--- config.mk ---
export PLATFORM = sky130hd
export DESIGN_NAME = token_node_flat
export DESIGN_NICKNAME = d
export VERILOG_FILES = /design/src/hw/token_bus_pkg.sv /design/src/hw/token_bus_if.sv /design/src/hw/token_node.sv /design/src/flat_wrapper.sv
export VERILOG_INCLUDE_DIRS = /design/src /design/src/hw
export SDC_FILE = /design/constraint.sdc
export NUM_CORES = 2
export LEC_CHECK = 0
export CAP_MARGIN = 20
export CORE_MARGIN = 4
export CORE_UTILIZATION = 30
export DETAILED_ROUTE_END_ITERATION = 12
export DONT_BUFFER_PORTS = 1
export PLACE_DENSITY_LB_ADDON = 0.08
export SLEW_MARGIN = 15
export SYNTH_ARGS = -nofsm -noshare
export SYNTH_HDL_FRONTEND = slang
export SYNTH_SLANG_ARGS = --single-unit
--- constraint.sdc ---
create_clock -name i_clk_sys -period 5 [get_ports i_clk_sys]
set_input_delay 0.5 -clock i_clk_sys [delete_from_list [all_inputs] [get_ports i_clk_sys]]
set_output_delay 0.5 -clock i_clk_sys [all_outputs]
set_load 0.01 [all_outputs]
--- src/hw/token_bus_defines.svh ---
`ifndef TOKEN_BUS_DEFINES_SVH
`define TOKEN_BUS_DEFINES_SVH
// Notes on behaviour
// - Only the token holder transmits on bus; polled nodes also answer with K_ACK
// - Token passes upward by node address
// - Idle holder forwards token at once
// - Highest node returns token to lowest
// - Lowest address node is sole poller
// - Next higher node takes over failed poller
// - Startup node launches link with its settings
// - Auto allocation: word area; manual: common
// - Round runs from poller back to poller
// - Poller polls nodes after every round
// - Poller broadcasts membership after polling
// - Poller reissues token after control phase
// - Poller sends network parameters; others adopt
// - Host refreshes link words cyclically
// - Unit number 0 to F, unique per host
// - At most sixteen units, four network units
// - Address outside 01..62 lights error lamp
// - Node addresses unique on one network
// - Network address 1..127, zero means local
// - Never poll above maximum node address
// - Polled node count limits polling phase
// - Maximum frames caps events per round

// Clock and timing
`define CLK_NS            8
`define POLL_WAIT_NS      64
`define POLL_WAIT_CYC     ((`POLL_WAIT_NS + `CLK_NS - 1) / `CLK_NS)
`define LOSS_TIMEOUT_NS   40000
`define LOSS_TIMEOUT_CYC  (`LOSS_TIMEOUT_NS / `CLK_NS)
`define REFRESH_NS        10000
`define REFRESH_CYC       (`REFRESH_NS / `CLK_NS)

// Address ranges
`define ADDR_BOT          1
`define ADDR_TOP          62
`define ADDR_MIN          6'h01
`define ADDR_MAX          6'h3E
`define ADDR_NONE         6'h3F
`define NET_LOCAL         8'h00
`define NET_MAX           8'h7F

// Network parameter ranges and defaults
`define CYCLE_AUTO        8'h00
`define CYCLE_MIN         8'h05
`define POLLCNT_MIN       6'h01
`define POLLCNT_DEF       6'h04
`define FRAMES_MIN        8'h05
`define FRAMES_DEF        8'h0A
`define MAXADDR_MIN       6'h02

// Broadcast frame layout: dst field selects chunk or parameter
`define CHUNK_W           16
`define CHUNK_LAST        2'h3
`define PSEL_CYCLE        2'h0
`define PSEL_POLLCNT      2'h1
`define PSEL_FRAMES       2'h2
`define PSEL_MAXADDR      2'h3
`endif

--- src/hw/token_bus_pkg.sv ---
`include "token_bus_defines.svh"
package token_bus_pkg;

  typedef enum logic [2:0] {K_TOKEN, K_POLL, K_ACK, K_MEMBER, K_PARAM, K_DATA, K_EVENT, K_LINKCFG} kind_t;

  typedef struct packed {
    logic        vld;
    kind_t       kind;
    logic [5:0]  dst;
    logic [5:0]  src;
    logic [15:0] dat;
  } frame_t;

  typedef enum logic [2:0] {ST_IDLE, ST_TURN, ST_POLL, ST_WAIT, ST_MEMBER, ST_PARAM} node_st_t;

  typedef struct packed {
    node_st_t    st;
    logic [5:0]  addr_m, addr_s;
    logic [3:0]  unit_m, unit_s;
    logic [7:0]  net_m, net_s;
    logic        lamp, poller, startup, link_on, cfg_sent, sent_dat, sent_evt, have_word;
    logic [7:0]  link_words;
    logic [63:0] mem;
    logic [7:0]  p_cycle, p_frames, evt_cnt;
    logic [5:0]  p_pollcnt, p_maxaddr, cursor, polled;
    logic [1:0]  chunk;
    logic [3:0]  wait_cnt;
    logic [15:0] quiet, link_word, rd_dat;
    frame_t      tx;
    logic        rd_vld, evt_ack, round_done, param_err, net_local, net_err;
    logic [5:0]  rd_src;
  } node_state_t;

  typedef struct packed {
    logic        hold_on, sent, got_vld, wr_vld, link_on;
    logic [5:0]  hold_addr, got_src, p_pollcnt, p_maxaddr;
    logic [7:0]  p_cycle, p_frames, link_words;
    logic [63:0] mem;
    logic [15:0] got_dat, refresh, wr_dat, host_rd;
    frame_t      tx;
  } peer_state_t;

  // Next present address above me within limit, else lowest present
  function automatic logic [5:0] next_up(input logic [63:0] ring, input logic [5:0] me, input logic [5:0] lim);
    logic [5:0] lo;
    logic [5:0] up;
    logic       found;
    lo    = me;
    up    = me;
    found = 1'b0;
    for (int i = `ADDR_TOP; i >= `ADDR_BOT; i--)
    begin
      if (ring[i] && 6'(i) <= lim)
      begin
        lo = 6'(i);
        if (6'(i) > me)
        begin
          up    = 6'(i);
          found = 1'b1;
        end
      end
    end
    return found ? up : lo;
  endfunction : next_up

endpackage : token_bus_pkg

--- src/hw/token_bus_if.sv ---
`timescale 1ns/1ns
interface token_bus_if;
  import token_bus_pkg::*;
  frame_t      from_node;
  frame_t      from_peer;
  logic        host_wr_vld;
  logic [15:0] host_wr_dat;
  logic        rd_vld;
  logic [15:0] rd_dat;
  logic [5:0]  rd_src;

  modport node_end (output from_node, rd_vld, rd_dat, rd_src, input from_peer, host_wr_vld, host_wr_dat);
  modport peer_end (input from_node, rd_vld, rd_dat, rd_src, output from_peer, host_wr_vld, host_wr_dat);
endinterface : token_bus_if

--- src/hw/token_node.sv ---
`timescale 1ns/1ns
`include "token_bus_defines.svh"
module token_node #(
  parameter int unsigned LOSS_CYC = `LOSS_TIMEOUT_CYC
) (
  input  wire logic        i_clk_sys,
  input  wire logic        i_nrst,
  input  wire logic        i_ce,
  token_bus_if.node_end    bus,
  input  wire logic [5:0]  i_node_addr,
  input  wire logic [3:0]  i_unit_num,
  input  wire logic [7:0]  i_net_addr,
  input  wire logic        i_start_link,
  input  wire logic        i_alloc_auto,
  input  wire logic [7:0]  i_pwa_words,
  input  wire logic [7:0]  i_clp_words,
  input  wire logic [7:0]  i_cfg_cycle,
  input  wire logic [5:0]  i_cfg_pollcnt,
  input  wire logic [7:0]  i_cfg_frames,
  input  wire logic [5:0]  i_cfg_maxaddr,
  input  wire logic        i_evt_req,
  input  wire logic [15:0] i_evt_dat,
  output logic             o_evt_ack,
  output logic             o_comm_error_lamp,
  output logic             o_poller,
  output logic             o_startup,
  output logic             o_link_on,
  output logic [7:0]       o_link_words,
  output logic [62:0]      o_members,
  output logic [7:0]       o_net_cycle,
  output logic [5:0]       o_net_pollcnt,
  output logic [7:0]       o_net_frames,
  output logic [5:0]       o_net_maxaddr,
  output logic             o_round_done,
  output logic             o_param_err,
  output logic [3:0]       o_unit_num,
  output logic             o_net_local,
  output logic             o_net_err
);
  import token_bus_pkg::*;

  node_state_t s;
  node_state_t next_s;

  always_comb
  begin
    logic [5:0]  me;
    logic [5:0]  nxt;
    logic [5:0]  low;
    logic [5:0]  cur;
    logic [63:0] ring2;
    logic [7:0]  c_cycle;
    logic [7:0]  c_frames;
    logic [5:0]  c_poll;
    logic [5:0]  c_max;
    logic        cfg_bad;
    frame_t      rx;
    me      = s.addr_s;
    rx      = bus.from_peer;
    nxt     = next_up(s.mem, s.addr_s, s.p_maxaddr);
    low     = next_up(s.mem, `ADDR_NONE, `ADDR_MAX);
    cur     = (s.cursor >= s.p_maxaddr) ? `ADDR_MIN : s.cursor + 6'h01;
    ring2   = s.mem;
    cfg_bad = (i_cfg_cycle != `CYCLE_AUTO && i_cfg_cycle < `CYCLE_MIN) || i_cfg_pollcnt < `POLLCNT_MIN
              || i_cfg_pollcnt > `ADDR_MAX || i_cfg_frames < `FRAMES_MIN
              || i_cfg_maxaddr < `MAXADDR_MIN || i_cfg_maxaddr > `ADDR_MAX;
    c_cycle  = cfg_bad ? `CYCLE_AUTO : i_cfg_cycle;
    c_poll   = cfg_bad ? `POLLCNT_DEF : i_cfg_pollcnt;
    c_frames = cfg_bad ? `FRAMES_DEF : i_cfg_frames;
    c_max    = cfg_bad ? `ADDR_MAX : i_cfg_maxaddr;
    next_s   = s;
    next_s.tx         = '0;
    next_s.rd_vld     = 1'b0;
    next_s.evt_ack    = 1'b0;
    next_s.round_done = 1'b0;
    next_s.param_err  = cfg_bad;

    // Switch synchronisers
    next_s.addr_m = i_node_addr;
    next_s.addr_s = s.addr_m;
    next_s.unit_m = i_unit_num;
    next_s.unit_s = s.unit_m;
    next_s.net_m  = i_net_addr;
    next_s.net_s  = s.net_m;

    // Address range checks
    next_s.lamp      = (me < `ADDR_MIN) || (me > `ADDR_MAX);
    next_s.net_local = (s.net_s == `NET_LOCAL);
    next_s.net_err   = (s.net_s > `NET_MAX);

    // Silence watchdog, cleared by any traffic or own activity
    if (rx.vld || s.st != ST_IDLE)
      next_s.quiet = 16'h0000;
    else if (s.quiet != 16'(LOSS_CYC))
      next_s.quiet = s.quiet + 16'h0001;

    // Host refresh of the local link word
    if (bus.host_wr_vld)
    begin
      next_s.link_word = bus.host_wr_dat;
      next_s.have_word = 1'b1;
    end

    // Data link launch by this node, once per reset
    if (i_start_link && !s.lamp && !s.startup)
    begin
      next_s.startup    = 1'b1;
      next_s.link_on    = 1'b1;
      next_s.cfg_sent   = 1'b0;
      next_s.link_words = i_alloc_auto ? i_pwa_words : i_clp_words;
    end

    // Frames from the other nodes
    if (rx.vld && !s.lamp)
    begin
      case (rx.kind)
        K_MEMBER:
          if (!s.poller)
            next_s.mem[{rx.dst[1:0], 4'h0} +: `CHUNK_W] = rx.dat;
        K_PARAM:
          if (!s.poller)
          begin
            case (rx.dst[1:0])
              `PSEL_CYCLE:
              begin
                next_s.p_cycle = rx.dat[7:0];
                next_s.evt_cnt = 8'h00;
              end
              `PSEL_POLLCNT: next_s.p_pollcnt = rx.dat[5:0];
              `PSEL_FRAMES:  next_s.p_frames  = rx.dat[7:0];
              default:       next_s.p_maxaddr = rx.dat[5:0];
            endcase
          end
        K_LINKCFG:
        begin
          next_s.link_words = rx.dat[7:0];
          next_s.link_on    = 1'b1;
        end
        K_EVENT:
          next_s.evt_cnt = s.evt_cnt + 8'h01;
        K_DATA:
        begin
          next_s.rd_vld = 1'b1;
          next_s.rd_dat = rx.dat;
          next_s.rd_src = rx.src;
        end
        K_POLL:
          if (rx.dst == me && s.st == ST_IDLE)
            next_s.tx = {1'b1, K_ACK, me, me, 16'h0000};
        K_TOKEN:
          if (rx.dst == me && s.st == ST_IDLE)
          begin
            if (s.poller)
            begin
              next_s.st         = ST_POLL;
              next_s.round_done = 1'b1;
              next_s.polled     = 6'h00;
            end
            else
              next_s.st = ST_TURN;
          end
        default: ;
      endcase
    end

    // Ring sequencer
    case (s.st)
      ST_IDLE:
        if (s.quiet == 16'(LOSS_CYC) && !s.lamp)
        begin
          next_s.quiet = 16'h0000;
          if (low != me)
          begin
            ring2[low]        = 1'b0;
            next_s.mem[low]   = 1'b0;
          end
          if (next_up(ring2, `ADDR_NONE, `ADDR_MAX) == me)
            next_s.st = ST_TURN;
        end
      ST_TURN:
        if (s.startup && !s.cfg_sent)
        begin
          next_s.tx       = {1'b1, K_LINKCFG, `ADDR_NONE, me, 8'h00, s.link_words};
          next_s.cfg_sent = 1'b1;
        end
        else if (s.link_on && s.have_word && !s.sent_dat)
        begin
          next_s.tx       = {1'b1, K_DATA, `ADDR_NONE, me, s.link_word};
          next_s.sent_dat = 1'b1;
        end
        else if (i_evt_req && !s.sent_evt && s.evt_cnt < s.p_frames)
        begin
          next_s.tx       = {1'b1, K_EVENT, `ADDR_NONE, me, i_evt_dat};
          next_s.sent_evt = 1'b1;
          next_s.evt_ack  = 1'b1;
          next_s.evt_cnt  = s.evt_cnt + 8'h01;
        end
        else
        begin
          next_s.sent_dat = 1'b0;
          next_s.sent_evt = 1'b0;
          if (nxt == me)
          begin
            next_s.st         = ST_POLL;
            next_s.round_done = 1'b1;
            next_s.polled     = 6'h00;
          end
          else
          begin
            next_s.tx = {1'b1, K_TOKEN, nxt, me, 16'h0000};
            next_s.st = ST_IDLE;
          end
        end
      ST_POLL:
        if (s.polled >= s.p_pollcnt)
        begin
          next_s.st    = ST_MEMBER;
          next_s.chunk = 2'h0;
        end
        else
        begin
          next_s.cursor = cur;
          next_s.polled = s.polled + 6'h01;
          if (cur != me)
          begin
            next_s.tx       = {1'b1, K_POLL, cur, me, 16'h0000};
            next_s.wait_cnt = 4'h0;
            next_s.st       = ST_WAIT;
          end
        end
      ST_WAIT:
        if (rx.vld && rx.kind == K_ACK && rx.src == s.cursor)
        begin
          next_s.mem[s.cursor] = 1'b1;
          next_s.st            = ST_POLL;
        end
        else if (s.wait_cnt == 4'(`POLL_WAIT_CYC))
        begin
          next_s.mem[s.cursor] = 1'b0;
          next_s.st            = ST_POLL;
        end
        else
          next_s.wait_cnt = s.wait_cnt + 4'h1;
      ST_MEMBER:
      begin
        next_s.tx    = {1'b1, K_MEMBER, 4'h0, s.chunk, me, s.mem[{s.chunk, 4'h0} +: `CHUNK_W]};
        next_s.chunk = s.chunk + 2'h1;
        if (s.chunk == `CHUNK_LAST)
        begin
          next_s.st        = ST_PARAM;
          next_s.p_cycle   = c_cycle;
          next_s.p_pollcnt = c_poll;
          next_s.p_frames  = c_frames;
          next_s.p_maxaddr = c_max;
        end
      end
      ST_PARAM:
      begin
        case (s.chunk)
          `PSEL_CYCLE:   next_s.tx = {1'b1, K_PARAM, 4'h0, s.chunk, me, 8'h00, s.p_cycle};
          `PSEL_POLLCNT: next_s.tx = {1'b1, K_PARAM, 4'h0, s.chunk, me, 10'h000, s.p_pollcnt};
          `PSEL_FRAMES:  next_s.tx = {1'b1, K_PARAM, 4'h0, s.chunk, me, 8'h00, s.p_frames};
          default:       next_s.tx = {1'b1, K_PARAM, 4'h0, s.chunk, me, 10'h000, s.p_maxaddr};
        endcase
        next_s.chunk = s.chunk + 2'h1;
        if (s.chunk == `CHUNK_LAST)
        begin
          next_s.st      = ST_TURN;
          next_s.evt_cnt = 8'h00;
        end
      end
      default: next_s.st = ST_IDLE;
    endcase

    // Own presence and poller role
    if (!s.lamp)
      next_s.mem[me] = 1'b1;
    next_s.poller = !s.lamp && (next_up(next_s.mem, `ADDR_NONE, `ADDR_MAX) == me);

    // A node with a bad address keeps off the bus
    if (s.lamp)
    begin
      next_s.tx.vld = 1'b0;
      next_s.st     = ST_IDLE;
    end
  end

  // State register with clock enable
  always_ff @(posedge i_clk_sys)
  begin
    if (!i_nrst)
    begin
      s           <= '0;
      s.p_pollcnt <= `POLLCNT_DEF;
      s.p_frames  <= `FRAMES_DEF;
      s.p_maxaddr <= `ADDR_MAX;
    end
    else if (i_ce)
      s <= next_s;
  end

  // Outputs
  assign bus.from_node      = s.tx;
  assign bus.rd_vld         = s.rd_vld;
  assign bus.rd_dat         = s.rd_dat;
  assign bus.rd_src         = s.rd_src;
  assign o_evt_ack          = s.evt_ack;
  assign o_comm_error_lamp  = s.lamp;
  assign o_poller           = s.poller;
  assign o_startup          = s.startup;
  assign o_link_on          = s.link_on;
  assign o_link_words       = s.link_words;
  assign o_members          = s.mem[62:0];
  assign o_net_cycle        = s.p_cycle;
  assign o_net_pollcnt      = s.p_pollcnt;
  assign o_net_frames       = s.p_frames;
  assign o_net_maxaddr      = s.p_maxaddr;
  assign o_round_done       = s.round_done;
  assign o_param_err        = s.param_err;
  assign o_unit_num         = s.unit_s;
  assign o_net_local        = s.net_local;
  assign o_net_err          = s.net_err;

endmodule : token_node

--- src/flat_wrapper.sv ---
// flat-port wrapper written by rule: the top's interface ports become plain ports
module token_node_flat import token_bus_pkg::*;
#(
  parameter int unsigned LOSS_CYC = `LOSS_TIMEOUT_CYC
)
  (i_clk_sys, i_nrst, i_ce, i_node_addr, i_unit_num, i_net_addr, i_start_link, i_alloc_auto, i_pwa_words, i_clp_words, i_cfg_cycle, i_cfg_pollcnt, i_cfg_frames, i_cfg_maxaddr, i_evt_req, i_evt_dat, o_evt_ack, o_comm_error_lamp, o_poller, o_startup, o_link_on, o_link_words, o_members, o_net_cycle, o_net_pollcnt, o_net_frames, o_net_maxaddr, o_round_done, o_param_err, o_unit_num, o_net_local, o_net_err, bus_from_node, bus_rd_vld, bus_rd_dat, bus_rd_src, bus_from_peer, bus_host_wr_vld, bus_host_wr_dat);
  token_bus_if bus_i ();
  input  wire logic i_clk_sys;
  input  wire logic i_nrst;
  input  wire logic i_ce;
  input  wire logic [5:0] i_node_addr;
  input  wire logic [3:0] i_unit_num;
  input  wire logic [7:0] i_net_addr;
  input  wire logic i_start_link;
  input  wire logic i_alloc_auto;
  input  wire logic [7:0] i_pwa_words;
  input  wire logic [7:0] i_clp_words;
  input  wire logic [7:0] i_cfg_cycle;
  input  wire logic [5:0] i_cfg_pollcnt;
  input  wire logic [7:0] i_cfg_frames;
  input  wire logic [5:0] i_cfg_maxaddr;
  input  wire logic i_evt_req;
  input  wire logic [15:0] i_evt_dat;
  output logic o_evt_ack;
  output logic o_comm_error_lamp;
  output logic o_poller;
  output logic o_startup;
  output logic o_link_on;
  output logic [7:0] o_link_words;
  output logic [62:0] o_members;
  output logic [7:0] o_net_cycle;
  output logic [5:0] o_net_pollcnt;
  output logic [7:0] o_net_frames;
  output logic [5:0] o_net_maxaddr;
  output logic o_round_done;
  output logic o_param_err;
  output logic [3:0] o_unit_num;
  output logic o_net_local;
  output logic o_net_err;
  output wire logic [$bits(bus_i.from_node)-1:0] bus_from_node;
  output wire logic [$bits(bus_i.rd_vld)-1:0] bus_rd_vld;
  output wire logic [$bits(bus_i.rd_dat)-1:0] bus_rd_dat;
  output wire logic [$bits(bus_i.rd_src)-1:0] bus_rd_src;
  input wire logic [$bits(bus_i.from_peer)-1:0] bus_from_peer;
  input wire logic [$bits(bus_i.host_wr_vld)-1:0] bus_host_wr_vld;
  input wire logic [$bits(bus_i.host_wr_dat)-1:0] bus_host_wr_dat;
  assign bus_from_node = bus_i.from_node;
  assign bus_rd_vld = bus_i.rd_vld;
  assign bus_rd_dat = bus_i.rd_dat;
  assign bus_rd_src = bus_i.rd_src;
  assign bus_i.from_peer = bus_from_peer;
  assign bus_i.host_wr_vld = bus_host_wr_vld;
  assign bus_i.host_wr_dat = bus_host_wr_dat;
  token_node #(.LOSS_CYC(LOSS_CYC)) u_core (.i_clk_sys(i_clk_sys), .i_nrst(i_nrst), .i_ce(i_ce), .bus(bus_i), .i_node_addr(i_node_addr), .i_unit_num(i_unit_num), .i_net_addr(i_net_addr), .i_start_link(i_start_link), .i_alloc_auto(i_alloc_auto), .i_pwa_words(i_pwa_words), .i_clp_words(i_clp_words), .i_cfg_cycle(i_cfg_cycle), .i_cfg_pollcnt(i_cfg_pollcnt), .i_cfg_frames(i_cfg_frames), .i_cfg_maxaddr(i_cfg_maxaddr), .i_evt_req(i_evt_req), .i_evt_dat(i_evt_dat), .o_evt_ack(o_evt_ack), .o_comm_error_lamp(o_comm_error_lamp), .o_poller(o_poller), .o_startup(o_startup), .o_link_on(o_link_on), .o_link_words(o_link_words), .o_members(o_members), .o_net_cycle(o_net_cycle), .o_net_pollcnt(o_net_pollcnt), .o_net_frames(o_net_frames), .o_net_maxaddr(o_net_maxaddr), .o_round_done(o_round_done), .o_param_err(o_param_err), .o_unit_num(o_unit_num), .o_net_local(o_net_local), .o_net_err(o_net_err));
endmodule
==> results_dict.tcl <==
set metrics [dict create \
    clock.fmax_mhz 195 \
    synth_compound_area_share_pct 34.4 \
    rsz0062_at_grt "yes" \
    track_usage_pct 39.8 \
    tritoncts.num_buffers 36 \
    grt_pass1_wl_um 254000 \
    yosysWarnings 0 \
    ys_ff_latch 265 \
    dp_hpwl_um 150000 \
    via_count 33900 \
    critPathKind "reg2reg" \
    place_congestion 1.06 \
    grt_max_degree 269 \
    p_leak_nw 12.7 \
    setup_ws_ns -0.138 \
    worstSkewPairLatency_ns 0.61 \
    cts_root_buf "clkbuf_16" \
    cp_max_fo 13 \
    dr.pass1.iters 6 \
    fill_cells 9099 \
    final_cell_mix "748 x buf_4, 423 x nor2_1, 357 x nand2_1" \
    end_kind "flip-flop" \
    register_area_um2 5310 \
    drtIter0Drc 4798 \
    power.total_mw 8.30 \
    cts_tree "yes" \
    synthSimpleGateAreaFrac_pct 26.8 \
    coreArea_um2 83800 \
    synth_enable_flop_cells 0 \
    gr-total-overflow 0 \
    final_cells 5242 \
    status "complete, but fails checks" \
    ys_async_sr_fraction_pct 0 \
    yosys-mux-area-fraction_pct 4.12 \
    fin_area_um2 32400 \
    fin_tns_setup_ns -0.337 \
    clock_sinks 265 \
    worst_pin_slew_ns 1.03 \
    final_nets 4236 \
    setup_viol 3 \
    placed_area_um2 30400 \
    synth_nets 3860 \
    synth_top_family_by_area "compound AO/OA/AOI/OAI gates" \
    syn_area_um2 25400 \
    yosys.area_share.adder_pct 1.86 \
    peakVddDrop_v 0.000253 \
    drive_gt1_share_pct 24.1 \
    synth_ff_type "dfxtp_1" \
    ant_nets 0 \
    skew_ns 0.0551 \
    holdWs_ns 0.0391 \
    multi_input_area_um2 18100 \
    wl_per_cell_um 36.0 \
    io_pins 300 \
    maxCapViolCount 0 \
    syn2layout_area_growth_pct 27.5 \
    synth_xor_area_share_pct 1.76 \
    crit_required_ns 5.46 \
    violations "negative setup slack" \
    wl_um 189000 \
    antenna_found_initial 28 \
    final_common_cell "buf_4" \
    powerDensity_nw_per_um2 256 \
    synth_cell_types 101 \
    hold_viol_final 0 \
    die_y_um 299 \
    path_buf_inv 4 \
    htreeDepth 2 \
    min_period_ns 5.14 \
    hold_path_class "in2reg" \
    viasPerCell 6.47 \
    syn_area_per_cell_um2 6.90 \
    startpoint_type "flip-flop" \
    dieArea_um2 89500 \
    cpMaxStageDelayCell "or4_4" \
    start_util_pct 30.4 \
    maxSlewHeadroom_pct 30.6 \
    cts.clk_slew.worst_paths_ns 0.06 \
    dp_cells 5130 \
    crit_family "compound AO/OA/AOI/OAI gates" \
    synthesis.instances 3690 \
    post-route-period-util_pct 103 \
    portBuffers 0 \
    yosysSeqAreaShare_pct 20.8 \
    critPathMaxStageDelay_ns 0.55 \
    grt_pass1_vias 31400 \
    fp.dieW_um 299 \
    slew_violations 0 \
    clk_path_buf_depth 3 \
    drc 0 \
    cp.arrival_ns 5.60 \
    path_cells "or4_4 -> a311oi_4 -> o21ai_4 -> buf_6 -> a2111o_1 -> and3_4 -> and4_4 -> buf_12 -> a21o_4 -> buf_4 -> a22oi_2 -> nand4_1 -> or4_4 -> a21boi_0 -> nand4b_1 -> o41ai_2 -> buf_4 -> a31oi_1" \
    num_rows 106 \
]
==> worst paths after layout <==
path	from	endpoint	slack, ns	cells after the start
worst min-delay path	bus_from_peer[15]	u_core.bus.rd_dat[15]	0.04	2
worst max-delay path	u_core.o_members[43]	u_core.s[263]	-0.14	18
worst max register to register	u_core.o_members[43]	u_core.s[263]	-0.14	18
worst min register to register	u_core.s[64]	u_core.s[64]	0.46	2
==> worst reg2reg max path: cells and delay by family (launching register included) <==
| family | cells | cell delay [ns] |
|---|---|---|
| AND/OR/NAND/NOR | 6 | 1.89 |
| buffers and inverters | 4 | 0.69 |
| AO/OA/AOI/OAI | 8 | 2.08 |
| flip-flops | 1 | 0.32 |
==> flip-flops by register name (all words and copies together) (netlist names), 4 cells and up <==
name and flops:
u_core.o_net_maxaddr 6, u_core.o_link_words 8, u_core.bus.from_node 32, u_core.bus.rd_src 6, u_core.o_members 63, u_core.bus.rd_dat 16
u_core.o_net_cycle 8, u_core.o_net_frames 8, u_core.o_net_pollcnt 6, u_core.s 80, u_core.next_s 18, u_core.o_unit_num 4
==> synth_stat cells, drive strengths merged (20+ instances only) <==
master  number  area, um^2
inv         80         300
nor2       425        1600
nand3      134         671
a21oi      332        1670
a311oi      23         201
or3         29         181
nand4       49         307
nand2      358        1340
nand2b      35         219
nor4        42         303
or4         22         169
a21o        44         338
or2         20         125
o21ai      238        1190
o21a        30         225
buf        209        1430
o31a        23         201
a211oi     122         931
ha          37         463
mux2i       63         631
nor3       101         505
and2        43         269
o22ai       60         375
xnor2       33         289
a22oi       21         158
clkbuf     228         857
o31ai       36         275
o211ai      74         556
and3        67         424
a31oi       73         457
dfxtp      265        5310
o221ai      20         175
==> kinds of logic after synthesis <==
kind of cell,after synthesis
buf+inv,523
fa+ha+maj,38
xor+xnor,51
mux,84
compound gates,1318
simple gates,1411
flops,265
==> through the flow <==
stage / utilization [%] / setup slack, ns
final: 38.7 / -0.138
after global routing: 38.7 / -0.253
after CTS: 38.3 / 0.00148
after detailed placement: 36.2 / -0.963
after global placement: 36.2 / -0.900
after floorplan: - / 0.637
==> layout make-up <==
type,count,share of cell area [%]
inverter,86,1.02
clock buffer,48,3.04
timing repair buffer,775,18.5
clock inverter,16,0.710
tap,1134,4.37
multi-input combinational,2902,55.8
antenna,16,0.123
sequential,265,16.4
==> report_power, final <==
part	internal, mW	switching, mW
logic	1.26	1.99
clock network	1.61	1.15
registers	2.19	0.0972
total	5.06	3.24
==> routing by layer <==
metal  GRT usage [%]  part of all wire, %  up-vias
li1                -                    -    14400
met1            50.6                   40    16700
met2            59.3                   42     2258
met3            10.5                   10      562
met4            25.9                  7.7        4
met5               0                0.016        -
==> what timing repair did <==
item	4_1_cts	5_1_grt
pin swaps	31	28
hold buffers	4	0
endpoints found under the setup margin	3	20
gates resized for setup	71	50
setup buffers	13	14
hold endpoints to repair	4	0
Power figures use the tool's default switching activity.
